**src/core/ioexp_pkg.sv**
```systemverilog
package ioexp_pkg;
	// register index within one port's group, as printed per port
	localparam logic [3:0] IDX_DIR      = 4'h0;
	localparam logic [3:0] IDX_POL      = 4'h1;
	localparam logic [3:0] IDX_IRQ_EN   = 4'h2;
	localparam logic [3:0] IDX_COMPARE_DEFAULT_VALUE   = 4'h3;
	localparam logic [3:0] IDX_SRC_SEL  = 4'h4;
	localparam logic [3:0] IDX_CONFIG   = 4'h5;
	localparam logic [3:0] IDX_PULLUP   = 4'h6;
	localparam logic [3:0] IDX_FLAG     = 4'h7;
	localparam logic [3:0] IDX_CAPTURE  = 4'h8;
	localparam logic [3:0] IDX_PINS     = 4'h9;
	localparam logic [3:0] IDX_LATCH    = 4'ha;
	localparam logic [3:0] IDX_LAST     = 4'ha;

	// highest address of the interleaved map
	localparam logic [7:0] BANK0_LAST   = 8'h15;

	// configuration field positions
	localparam int unsigned CFG_BANK     = 7;
	localparam int unsigned CFG_MIRROR   = 6;
	localparam int unsigned CFG_HOLD     = 5;
	localparam int unsigned CFG_SLEW_OFF = 4;
	localparam int unsigned CFG_PIN_ADDR = 3;
	localparam int unsigned CFG_OD       = 2;
	localparam int unsigned CFG_LEVEL    = 1;

	// values after reset
	localparam logic [7:0] RST_BYTE     = 8'h00;
	// synchroniser contents at reset: chip select idle high, all else low
	localparam logic [21:0] SYNC_IDLE   = 22'h200000;

	// fixed upper nibble of the serial opcode byte
	localparam logic [3:0] OPCODE_FIXED = 4'h4;
	localparam logic [2:0] BIT_LAST     = 3'h7;

	typedef enum logic [2:0] {
		ST_IDLE = 3'b000,
		ST_OP   = 3'b001,
		ST_ADDR = 3'b010,
		ST_DATA = 3'b011,
		ST_SKIP = 3'b100
	} spi_state_t;
endpackage

```
**src/core/port_ioc.sv**
```systemverilog
`timescale 1ns/1ps
module port_ioc import ioexp_pkg::*; (
	input  wire logic       clk,
	input  wire logic       rst,
	input  wire logic [7:0] pin_now,
	input  wire logic [7:0] irq_en,
	input  wire logic [7:0] def_val,
	input  wire logic [7:0] src_sel,
	input  wire logic       clear_req,
	output logic            pending,
	output logic [7:0]      flag,
	output logic [7:0]      capture
);
	logic [7:0] prev_r, prev_nxt;
	logic [7:0] flag_r, flag_nxt;
	logic [7:0] cap_r, cap_nxt;
	logic       pend_r, pend_nxt;
	logic [7:0] change;
	logic       hit;

	// per-pin change detection and latching of the first event
	always_comb begin
		change   = irq_en & ((src_sel & (pin_now ^ def_val)) | (~src_sel & (pin_now ^ prev_r)));
		hit      = |change;
		prev_nxt = pin_now;
		pend_nxt = pend_r;
		flag_nxt = flag_r;
		cap_nxt  = cap_r;
		if (hit && (!pend_r || clear_req)) begin
			pend_nxt = 1'h1; // a new event beats a simultaneous clear
			flag_nxt = change;
			cap_nxt  = pin_now;
		end else if (clear_req) begin
			pend_nxt = 1'h0;
			flag_nxt = RST_BYTE;
		end
	end

	always_ff @(posedge clk) begin
		if (rst) begin
			prev_r <= RST_BYTE;
			flag_r <= RST_BYTE;
			cap_r  <= RST_BYTE;
			pend_r <= 1'h0;
		end else begin
			prev_r <= prev_nxt;
			flag_r <= flag_nxt;
			cap_r  <= cap_nxt;
			pend_r <= pend_nxt;
		end
	end

	assign pending = pend_r;
	assign flag    = flag_r;
	assign capture = cap_r;
endmodule // port_ioc

```
**src/core/ioexp_irq_cfg.sv**
```systemverilog
`timescale 1ns/1ps
module ioexp_irq_cfg import ioexp_pkg::*; #(
	parameter bit I2C_VARIANT = 1'b0
) (
	input  wire logic        clk,
	input  wire logic        rst,
	input  wire logic        cs_n,
	input  wire logic        sck,
	input  wire logic        mosi,
	output logic             miso_out,
	output logic             miso_oe_n,
	input  wire logic [2:0]  addr_pins,
	input  wire logic [15:0] pin_level,
	output logic             irq_out_a,
	output logic             irq_out_a_oe_n,
	output logic             irq_out_b,
	output logic             irq_out_b_oe_n,
	output logic             sda_slew_on
);
	localparam int unsigned SYNC_W = 22;

	// two-stage synchroniser for every pin input
	logic [SYNC_W-1:0] sync1_r, sync2_r;
	always_ff @(posedge clk) begin
		if (rst) begin
			sync1_r <= SYNC_IDLE; // idle select, else a false frame follows reset
			sync2_r <= SYNC_IDLE;
		end else begin
			sync1_r <= {cs_n, sck, mosi, addr_pins, pin_level};
			sync2_r <= sync1_r;
		end
	end

	logic        cs_n_s, sck_s, mosi_s;
	logic [2:0]  addr_s;
	logic [15:0] pins_s;
	assign {cs_n_s, sck_s, mosi_s, addr_s, pins_s} = sync2_r;

	// serial engine and register state
	spi_state_t      st_r, st_nxt;
	logic [2:0]      bit_cnt_r, bit_cnt_nxt;
	logic [7:0]      shift_in_r, shift_in_nxt;
	logic [7:0]      shift_out_r, shift_out_nxt;
	logic [7:0]      ptr_r, ptr_nxt;
	logic            rd_r, rd_nxt;
	logic            sck_prev_r, miso_r, miso_nxt, miso_oe_n_r, miso_oe_n_nxt;
	logic [7:0]      cfg_r, cfg_nxt;
	logic [1:0][7:0] en_r, en_nxt, def_r, def_nxt, sel_r, sel_nxt;
	logic [1:0]      clr;
	logic [1:0]      pend;
	logic [1:0][7:0] flag, cap;

	logic       sck_rise, sck_fall, byte_done;
	logic [7:0] byte_in, ptr_adv, rd_addr, rd_data;
	logic [2:0] dev_addr;
	logic [5:0] rd_dec, wr_dec;

	// {valid, port, index} for an address under the given bank setting
	function automatic logic [5:0] decode(input logic [7:0] a, input logic bank);
		logic ok;
		ok = 1'h0;
		if (bank) begin
			ok = (a[7:5] == 3'h0) && (a[3:0] <= IDX_LAST);
			return {ok, a[4], a[3:0]};
		end
		ok = (a <= BANK0_LAST);
		return {ok, a[0], a[4:1]};
	endfunction

	always_comb begin
		sck_rise = sck_s & ~sck_prev_r;
		sck_fall = ~sck_s & sck_prev_r;
		byte_in  = {shift_in_r[6:0], mosi_s};
		byte_done = sck_rise && (bit_cnt_r == BIT_LAST);
		dev_addr = (I2C_VARIANT || cfg_r[CFG_PIN_ADDR]) ? addr_s : 3'h0;
		ptr_adv  = cfg_r[CFG_HOLD] ? ptr_r : ptr_r + 8'h01;
		rd_addr  = (st_r == ST_ADDR) ? byte_in : ptr_adv;
		// decode with the bank in force before this byte
		rd_dec   = decode(rd_addr, cfg_r[CFG_BANK]);
		wr_dec   = decode(ptr_r, cfg_r[CFG_BANK]);
		rd_data  = 8'h00; // unmapped and out-of-block registers read zero
		if (rd_dec[5]) begin
			case (rd_dec[3:0])
				IDX_IRQ_EN:  rd_data = en_r[rd_dec[4]];
				IDX_COMPARE_DEFAULT_VALUE:  rd_data = def_r[rd_dec[4]];
				IDX_SRC_SEL: rd_data = sel_r[rd_dec[4]];
				IDX_CONFIG:  rd_data = {cfg_r[7:1], 1'h0};
				IDX_FLAG:    rd_data = flag[rd_dec[4]];
				IDX_CAPTURE: rd_data = cap[rd_dec[4]];
				IDX_PINS:    rd_data = pins_s[rd_dec[4]*8 +: 8];
				default:     rd_data = 8'h00;
			endcase
		end
	end

	// frame sequencing, pointer, shifting and register writes
	always_comb begin
		st_nxt        = st_r;
		bit_cnt_nxt   = bit_cnt_r;
		shift_in_nxt  = shift_in_r;
		shift_out_nxt = shift_out_r;
		ptr_nxt       = ptr_r;
		rd_nxt        = rd_r;
		miso_nxt      = miso_r;
		miso_oe_n_nxt = 1'h1;
		cfg_nxt       = cfg_r;
		en_nxt        = en_r;
		def_nxt       = def_r;
		sel_nxt       = sel_r;
		clr           = 2'h0;
		if (cs_n_s) begin
			st_nxt      = ST_IDLE;
			bit_cnt_nxt = 3'h0;
		end else if (st_r == ST_IDLE) begin
			st_nxt      = ST_OP;
			bit_cnt_nxt = 3'h0;
		end else begin
			miso_oe_n_nxt = (st_r == ST_SKIP) || (st_r == ST_OP); // shared line stays free until addressed
			if (sck_rise && st_r != ST_SKIP) begin
				shift_in_nxt = byte_in;
				bit_cnt_nxt  = bit_cnt_r + 3'h1;
			end
			if (byte_done) begin
				case (st_r)
					ST_OP: begin
						if (byte_in[7:4] == OPCODE_FIXED && byte_in[3:1] == dev_addr) begin
							rd_nxt = byte_in[0];
							st_nxt = ST_ADDR;
						end else begin
							st_nxt = ST_SKIP;
						end
					end
					ST_ADDR: begin
						ptr_nxt = byte_in;
						st_nxt  = ST_DATA;
					end
					ST_DATA: begin
						ptr_nxt = ptr_adv;
						if (!rd_r && wr_dec[5]) begin
							case (wr_dec[3:0])
								IDX_IRQ_EN:  en_nxt[wr_dec[4]]  = byte_in;
								IDX_COMPARE_DEFAULT_VALUE:  def_nxt[wr_dec[4]] = byte_in;
								IDX_SRC_SEL: sel_nxt[wr_dec[4]] = byte_in;
								IDX_CONFIG:  cfg_nxt = {byte_in[7:1], 1'h0};
								default:     cfg_nxt = cfg_r;
							endcase
						end
					end
					default: st_nxt = st_r;
				endcase
				// load the next read byte; reading pins or capture clears
				if (rd_r && (st_r == ST_ADDR || st_r == ST_DATA)) begin
					shift_out_nxt = rd_data;
					if (rd_dec[5] && (rd_dec[3:0] == IDX_PINS || rd_dec[3:0] == IDX_CAPTURE)) begin
						clr[rd_dec[4]] = 1'h1;
					end
				end
			end
			// mode 0: shift out on the falling edge
			if (sck_fall && st_r == ST_DATA && rd_r) begin
				miso_nxt      = shift_out_r[7];
				shift_out_nxt = {shift_out_r[6:0], 1'h0};
			end
		end
	end

	always_ff @(posedge clk) begin
		if (rst) begin
			st_r        <= ST_IDLE;
			bit_cnt_r   <= 3'h0;
			shift_in_r  <= RST_BYTE;
			shift_out_r <= RST_BYTE;
			ptr_r       <= RST_BYTE;
			rd_r        <= 1'h0;
			sck_prev_r  <= 1'h0;
			miso_r      <= 1'h0;
			miso_oe_n_r <= 1'h1;
			cfg_r       <= RST_BYTE;
			en_r        <= '0;
			def_r       <= '0;
			sel_r       <= '0;
		end else begin
			st_r        <= st_nxt;
			bit_cnt_r   <= bit_cnt_nxt;
			shift_in_r  <= shift_in_nxt;
			shift_out_r <= shift_out_nxt;
			ptr_r       <= ptr_nxt;
			rd_r        <= rd_nxt;
			sck_prev_r  <= sck_s;
			miso_r      <= miso_nxt;
			miso_oe_n_r <= miso_oe_n_nxt;
			cfg_r       <= cfg_nxt;
			en_r        <= en_nxt;
			def_r       <= def_nxt;
			sel_r       <= sel_nxt;
		end
	end

	assign miso_out  = miso_r;
	assign miso_oe_n = miso_oe_n_r;

	// one change detector per port
	genvar g;
	generate
		for (g = 0; g < 2; g++) begin : g_port
			port_ioc u_port (
				.clk       (clk),
				.rst       (rst),
				.pin_now   (pins_s[g*8 +: 8]),
				.irq_en    (en_r[g]),
				.def_val   (def_r[g]),
				.src_sel   (sel_r[g]),
				.clear_req (clr[g]),
				.pending   (pend[g]),
				.flag      (flag[g]),
				.capture   (cap[g])
			);
		end
	endgenerate

	// interrupt routing and pad drive, registered so pads never glitch
	logic act_a_r, act_a_nxt, act_b_r, act_b_nxt;
	logic out_a_r, out_a_nxt, oe_a_n_r, oe_a_n_nxt;
	logic out_b_r, out_b_nxt, oe_b_n_r, oe_b_n_nxt;
	logic slew_r, slew_nxt;
	always_comb begin
		act_a_nxt = cfg_r[CFG_MIRROR] ? (pend[0] | pend[1]) : pend[0];
		act_b_nxt = cfg_r[CFG_MIRROR] ? (pend[0] | pend[1]) : pend[1];
		if (cfg_r[CFG_OD]) begin
			out_a_nxt  = 1'h0;
			out_b_nxt  = 1'h0;
			oe_a_n_nxt = ~act_a_nxt;
			oe_b_n_nxt = ~act_b_nxt;
		end else begin
			out_a_nxt  = cfg_r[CFG_LEVEL] ? act_a_nxt : ~act_a_nxt;
			out_b_nxt  = cfg_r[CFG_LEVEL] ? act_b_nxt : ~act_b_nxt;
			oe_a_n_nxt = 1'h0;
			oe_b_n_nxt = 1'h0;
		end
		slew_nxt = ~cfg_r[CFG_SLEW_OFF];
	end

	always_ff @(posedge clk) begin
		if (rst) begin
			act_a_r  <= 1'h0;
			act_b_r  <= 1'h0;
			out_a_r  <= 1'h1;
			out_b_r  <= 1'h1;
			oe_a_n_r <= 1'h0;
			oe_b_n_r <= 1'h0;
			slew_r   <= 1'h1;
		end else begin
			act_a_r  <= act_a_nxt;
			act_b_r  <= act_b_nxt;
			out_a_r  <= out_a_nxt;
			out_b_r  <= out_b_nxt;
			oe_a_n_r <= oe_a_n_nxt;
			oe_b_n_r <= oe_b_n_nxt;
			slew_r   <= slew_nxt;
		end
	end

	assign irq_out_a      = out_a_r;
	assign irq_out_a_oe_n = oe_a_n_r;
	assign irq_out_b      = out_b_r;
	assign irq_out_b_oe_n = oe_b_n_r;
	assign sda_slew_on    = slew_r;
endmodule // ioexp_irq_cfg

```
**config.mk**
```make
export PLATFORM = sky130hd
export DESIGN_NAME = ioexp_irq_cfg
export DESIGN_NICKNAME = d
export VERILOG_FILES = /design/src/core/ioexp_pkg.sv /design/src/core/port_ioc.sv /design/src/core/ioexp_irq_cfg.sv
export SDC_FILE = /design/constraint.sdc
export NUM_CORES = 1
export LEC_CHECK = 0
export BUFFER_PORTS_ARGS = -buffer_cell sky130_fd_sc_hd__buf_2
export CAP_MARGIN = 10
export CORE_UTILIZATION = 30
export CTS_CLUSTER_SIZE = 40
export DETAILED_ROUTE_END_ITERATION = 12
export GPL_TIMING_DRIVEN = 0
export REMOVE_ABC_BUFFERS = 1
export SYNTH_ARGS = -nofsm -noshare
export SYNTH_HDL_FRONTEND = slang
export SYNTH_HIERARCHICAL = 1
export SYNTH_SLANG_ARGS = --single-unit
export TNS_END_PERCENT = 10
```
**constraint.sdc**
```tcl
create_clock -name clk -period 3.84 [get_ports clk]
set_clock_uncertainty 0.1 [all_clocks]
set_input_delay 0.192 -clock clk [delete_from_list [all_inputs] [get_ports clk]]
set_output_delay 0.192 -clock clk [all_outputs]
set_load 0.005 [all_outputs]
```
==> impl_metrics.tcl, run 1 <==
set metrics [dict create \
    row_count 62 \
    hold_class "in2reg" \
    worstPathCellList "ha_1 > and4b_1 > xor2_2 > mux4_4 > nor2b_1 > nor2b_1 > clkinv_1 > nand3b_1 > o21ai_0" \
    grt_start_max_net_pins 103 \
    post-place-ws_ns -0.825 \
    clkTransAtPathRegs_ns 0.08 \
    arrival_ns 3.92 \
    async_flop_share_pct 0 \
    drive_gt1_share_pct 13.3 \
    ys_seq_area_share_pct 41.8 \
    vdd_drop_max_mv 0.278 \
    dpl.hpwl_mm 14.6 \
    synth_cells 946 \
    cts_tree "built" \
    ys.flop_type "dfxtp_1" \
    crit_top_cell "nor2b_1" \
    synth-seq-cells 187 \
    numCtsBuffers 17 \
    routed_wl_mm 23.2 \
    synth.most_common_cell "dfxtp_1" \
    critPathBufInv 1 \
    end_kind "flip-flop" \
    start_kind "flip-flop" \
    gr-total-overflow 0 \
    routed_via_density 5.14 \
    diodes 0 \
    nNetsFinal 994 \
    synth_area_per_cell_um2 9.47 \
    fmax_mhz 271 \
    synth_edf_count 0 \
    dr.pass1.iters 5 \
    via_count 6991 \
    synth.largest_area_cell "dfxtp_1" \
    ant_nets 0 \
    synth_common_cells "dfxtp_1, mux2i_1, nor2_1" \
    slew_headroom_pct 29.8 \
    period_minus_slack_ns 3.69 \
    status "complete, no violations" \
    worst_pin_slew_ns 1.05 \
    ctsRootBufferMaster "clkbuf_16" \
    hold_viol_final 0 \
    syn_to_final_growth_pct 14.9 \
    synth_top_area_share_pct 41.8 \
    start_util_pct 30.9 \
    grt_usage_pct 15.3 \
    critical_path_class "reg2reg" \
    cts_sinks 187 \
    fin_crit_sh_pct 96.0 \
    worstPathRequired_ns 4.07 \
    clk_path_buf_depth 2 \
    insertion_delay_ns 0.44 \
    critPathMaxStageDelay_ns 1.07 \
    io_pins 31 \
    dieHeight_um 175 \
    holdWs_ns 0.167 \
    fp.dieW_um 175 \
    p_leak_nw 3.83 \
    first_iter_violations 475 \
    p_per_area_mw_per_mm2 372 \
    drv_slew 0 \
    antenna_found_initial 0 \
    synth.distinct_cells 74 \
    synth_warnings 6 \
    critPathTopFamily "multiplexers" \
    fin_tns_setup_ns 0 \
    cp_slowest_cell "mux4_4" \
    layout_setup_ws_ns 0.152 \
    grt_pass1_vias 6501 \
    netlist_area_mm2 0.00896 \
    synthTopCellsByArea "dfxtp_1, mux2i_1, nor2b_1, nor2_1, nand2_1" \
    setup_viol 0 \
    coreArea_mm2 0.0290 \
    maxCapViolCount 0 \
    grt_pass1_wl_mm 36.2 \
    route.detailed.drc 0 \
    fin_util_pct 35.5 \
    gp_congestion 0.845 \
    h-tree-depth 4 \
    wire_per_inst_um 17.1 \
    port_buffers 30 \
    rsz0062_at_grt "yes" \
    dieArea_mm2 0.0306 \
    cp_max_fo 50 \
]
-- logic make-up (layout without fill, tap and decap cells) --
family          Yosys count  count (layout)  synth area share [%]
buf+inv                  77             108                  4.30
compound gates          121             121                  9.54
mux                     170             170                  20.2
simple gates            376             376                  22.4
fa+ha+maj                 6               6                 0.838
flops                   187             187                  41.8
xor+xnor                  9               9                 0.964
-- sequential cells by signal, summed over array words and instances, names as in the netlist, 2 cells and up --
name / count
sync1_r: 22
sync2_r: 22
def_r: 16
en_r: 16
g_port.u_port/capture: 16
g_port.u_port/flag: 16
g_port.u_port/prev_r: 16
sel_r: 16
ptr_r: 8
shift_out_r: 8
cfg_r: 7
shift_in_r: 7
bit_cnt_r: 3
st_r: 3
g_port.u_port/pending: 2
-- metrics by stage --
stage	cell area, µm²	std cells	power, mW
2_1_floorplan	8620	881	2.06
3_3_place_gp	9250	1295	2.11
3_5_place_dp	9310	1298	2.11
4_1_cts	10200	1358	3.87
5_1_grt	10300	1361	3.96
6_report	10300	1361	3.83
-- metal layers --
metal	routed length (µm)	track usage [%]
met1	10800	20.5
met2	10500	23.7
met3	1340	3.50
met4	591	6.30
met5	0	0
-- what timing repair did --
| item | in CTS | in global routing |
|---|---|---|
| endpoints found under the setup margin | 40 | 60 |
| pin swaps | 0 | 2 |
| hold endpoints to repair | 22 | 0 |
| resized for setup | 8 | 10 |
| buffers inserted | 6 | 2 |
| hold buffers | 22 | 0 |
-- final timing paths --
| check | end | depth (start not counted) | start | slack [ns] |
|---|---|---|---|---|
| worst max register to register | g_port[1].u_port/flag[0] | 9 | ptr_r[1] | 0.15 |
| worst max-delay path | g_port[1].u_port/flag[0] | 9 | ptr_r[1] | 0.15 |
| worst min-delay path | def_r[9] | 2 | rst | 0.17 |
| worst min register to register | sync2_r[21] | 1 | sync1_r[21] | 0.31 |
-- power breakdown --
| part | internal (mW) | switching, mW | total, mW |
|---|---|---|---|
| combinational | 0.0529 | 0.0505 | 0.103 |
| sequential | 1.96 | 0.0143 | 1.98 |
| clock | 0.929 | 0.819 | 1.75 |
-- cell type report --
| class | count | area [µm²] |
|---|---|---|
| clock inverters | 13 | 135 |
| clock buffers | 19 | 443 |
| well taps | 384 | 480 |
| fillers | 2972 | 18700 |
| repair buffers | 64 | 538 |
| multi-input cells | 682 | 4900 |
| inverters | 12 | 45.0 |
| flip-flops and latches | 187 | 3750 |
-- worst register-to-register path: cells and delay by family, from the launching register on --
kind | cells | cell delay (ns)
simple gates | 4 | 1.07
mux | 1 | 1.07
flops | 1 | 0.48
buf+inv | 1 | 0.36
fa+ha+maj | 1 | 0.28
xor+xnor | 1 | 0.12
compound gates | 1 | 0.10
-- placed cells by master, fill, tap and decap left out, types with 5 or more instances in the layout --
cell           count
mux2i_1          146
o21ai_0           23
o41ai_1            7
nand3b_1          19
nand3_1           13
nor3_1            35
a2111oi_0          8
a31oi_1            6
dfxtp_1          181
or3_1              5
nor2_1            97
buf_4              5
nor4_1            15
nor2b_1           81
xnor2_1            6
dlygate4sd3_1     22
a22oi_1            6
dfxtp_2            6
ha_1               6
inv_1              9
clkbuf_16         17
nand2b_1          22
nand2_1           57
a221oi_1           7
mux2_2            14
buf_2             30
o21bai_1           9
a21oi_1           26
o31ai_1            5
(Power assumes the default switching activity.)
==> run 2, diff against run 1 <==
--- a/config.mk
+++ b/config.mk
@@ -7,6 +7,7 @@
 export LEC_CHECK = 0
 export BUFFER_PORTS_ARGS = -buffer_cell sky130_fd_sc_hd__buf_2
 export CAP_MARGIN = 10
+export CORE_ASPECT_RATIO = 1.4
 export CORE_UTILIZATION = 30
 export CTS_CLUSTER_SIZE = 40
 export DETAILED_ROUTE_END_ITERATION = 12
==> impl_metrics.tcl, run 2 (same netlist as run 1, synthesis figures left out) <==
set metrics [dict create \
    wire_per_inst_um 17.3 \
    drv_slew 0 \
    grt_pass1_wl_mm 37.0 \
    ant_nets 0 \
    rsz0062_at_grt "yes" \
    grt_start_max_net_pins 104 \
    via_count 6851 \
    fin_cells 1355 \
    worstPathCellList "ha_1 > and4b_1 > xor2_2 > o31ai_2 > or2_4 > or4_1 > nor2_1 > nor2b_1 > a21oi_4 > buf_12 > mux2_2" \
    arrival_ns 3.88 \
    fin_crit_sh_pct 95.1 \
    routed_via_density 5.06 \
    placed_cells 1293 \
    sw_frac_of_total_pct 24.1 \
    post-place-ws_ns -0.865 \
    route.detailed.drc 0 \
    row_count 74 \
    power_mw 3.89 \
    end_kind "flip-flop" \
    nNetsFinal 992 \
    cts_sinks 187 \
    pwr-share-comb_pct 2.6 \
    p_leak_nw 3.83 \
    dieHeight_um 206 \
    start_kind "flip-flop" \
    fin_tns_setup_ns 0 \
    antenna_found_initial 0 \
    hold_class "in2reg" \
    dieArea_mm2 0.0306 \
    largestRegisters "sync1_r (22), sync2_r (22)" \
    gp_congestion 0.838 \
    p_sw_mw 0.936 \
    final_common_cell "dfxtp_1" \
    period_minus_slack_ns 3.65 \
    clk_path_buf_depth 2 \
    hold_viol_final 0 \
    p_per_area_mw_per_mm2 377 \
    final_cell_mix "dfxtp_1, mux2i_1, nor2_1, nor2b_1, nand2_1" \
    io_pins 31 \
    syn_to_final_growth_pct 15.1 \
    cts_tree "built" \
    insertion_delay_ns 0.44 \
    maxCapViolCount 0 \
    critical_path_class "reg2reg" \
    grt_pass1_vias 6659 \
    cp_max_fo 18 \
    critPathMaxStageDelay_ns 0.59 \
    multi_input_area_mm2 0.00491 \
    dr.pass1.iters 5 \
    fillers 3001 \
    worstPathRequired_ns 4.06 \
    fmax_mhz 274 \
    fp.dieW_um 148 \
    status "complete, no violations" \
    p_clk_share_pct 46.5 \
    port_buffers 30 \
    routed_wl_mm 23.4 \
    first_iter_violations 508 \
    drive_gt1_share_pct 13.2 \
    holdWs_ns 0.154 \
    coreArea_mm2 0.0293 \
    cp_slowest_cell "or4_1" \
    setup_viol 0 \
    critPathTopFamily "simple AND/OR/NAND/NOR gates" \
    ctsRootBufferMaster "clkbuf_16" \
    critPathBufInv 1 \
    slew_headroom_pct 26.1 \
    regArea_mm2 0.00375 \
    layout_setup_ws_ns 0.189 \
    numCtsBuffers 17 \
    worst_pin_slew_ns 1.10 \
    intPower_mw 2.95 \
    gr-total-overflow 0 \
    diodes 0 \
    seqPwrFrac_pct 50.9 \
    dpl.hpwl_mm 15.2 \
    vdd_drop_max_mv 0.328 \
    h-tree-depth 4 \
    grt_usage_pct 15.9 \
    start_util_pct 30.6 \
    clkTransAtPathRegs_ns 0.08 \
]
run 2: changes by cell type in the layout (fill, tap and decap cells not counted), moves of 2 or more:
| cell | before | now |
|---|---|---|
| clkinv_2 | 2 | 0 |
| clkinv_8 | 1 | 3 |
| inv_8 | 1 | 3 |
| dfxtp_1 | 181 | 183 |
| dfxtp_2 | 6 | 4 |
run 2: area by class of cell:
class | instances | area share (%)
Sequential cell | 187 | 36.4
Inverter | 12 | 0.437
Timing Repair Buffer | 62 | 5.10
Clock inverter | 15 | 1.75
Multi-Input combinational cell | 682 | 47.6
Tap cell | 380 | 4.61
Clock buffer | 17 | 4.13
run 2: path summary, 6_finish.rpt:
path                                  start                     endpoint  slack (ns)  depth (start not counted)
worst min register to register  sync1_r[21]                  sync2_r[21]        0.31                          1
worst max register to register     ptr_r[1]  g_port[0].u_port/capture[2]        0.19                         11
worst min-delay path                    rst                    def_r[13]        0.15                          2
worst max-delay path               ptr_r[1]  g_port[0].u_port/capture[2]        0.19                         11
run 2: power groups by stage:
stage,combinational (mW),sequential [mW],clock (mW)
4_1_cts,0.104,1.98,1.85
6_report,0.102,1.98,1.81
3_3_place_gp,0.0840,2.02,0
2_1_floorplan,0.0371,2.02,0
5_1_grt,0.113,1.98,1.92
3_5_place_dp,0.0869,2.02,0
run 2: worst register-to-register path, cell delays in order, from the launching register on:
cell,delay (ns)
dfxtp_2,0.48
ha_1,0.28
and4b_1,0.28
xor2_2,0.23
o31ai_2,0.14
or2_4,0.42
or4_1,0.59
nor2_1,0.16
nor2b_1,0.13
a21oi_4,0.21
buf_12,0.18
mux2_2,0.34
run 2: per-stage QoR:
step | utilization (%) | area (µm²)
CTS | 35.1 | 10300
global route | 35.2 | 10300
global placement | 31.6 | 9240
detailed placement | 31.8 | 9300
floorplan | - | 8620
finish | 35.2 | 10300
run 2: what timing repair did:
item / 4_1_cts / 5_1_grt
endpoints found under the hold margin: 22 / 0
endpoints found under the setup margin: 40 / 80
hold buffers: 22 / 0
buffers inserted: 6 / 2
resized for setup: 9 / 9
pin swaps: 0 / 1
run 2: layer usage:
layer | vias to the layer above | global-route usage, % | share of wire, %
met5 | - | 0 | 0
met4 | 0 | 7.99 | 4.0
met3 | 48 | 2.49 | 4.2
met2 | 171 | 27.9 | 50
met1 | 3263 | 18.6 | 41
li1 | 3369 | - | -
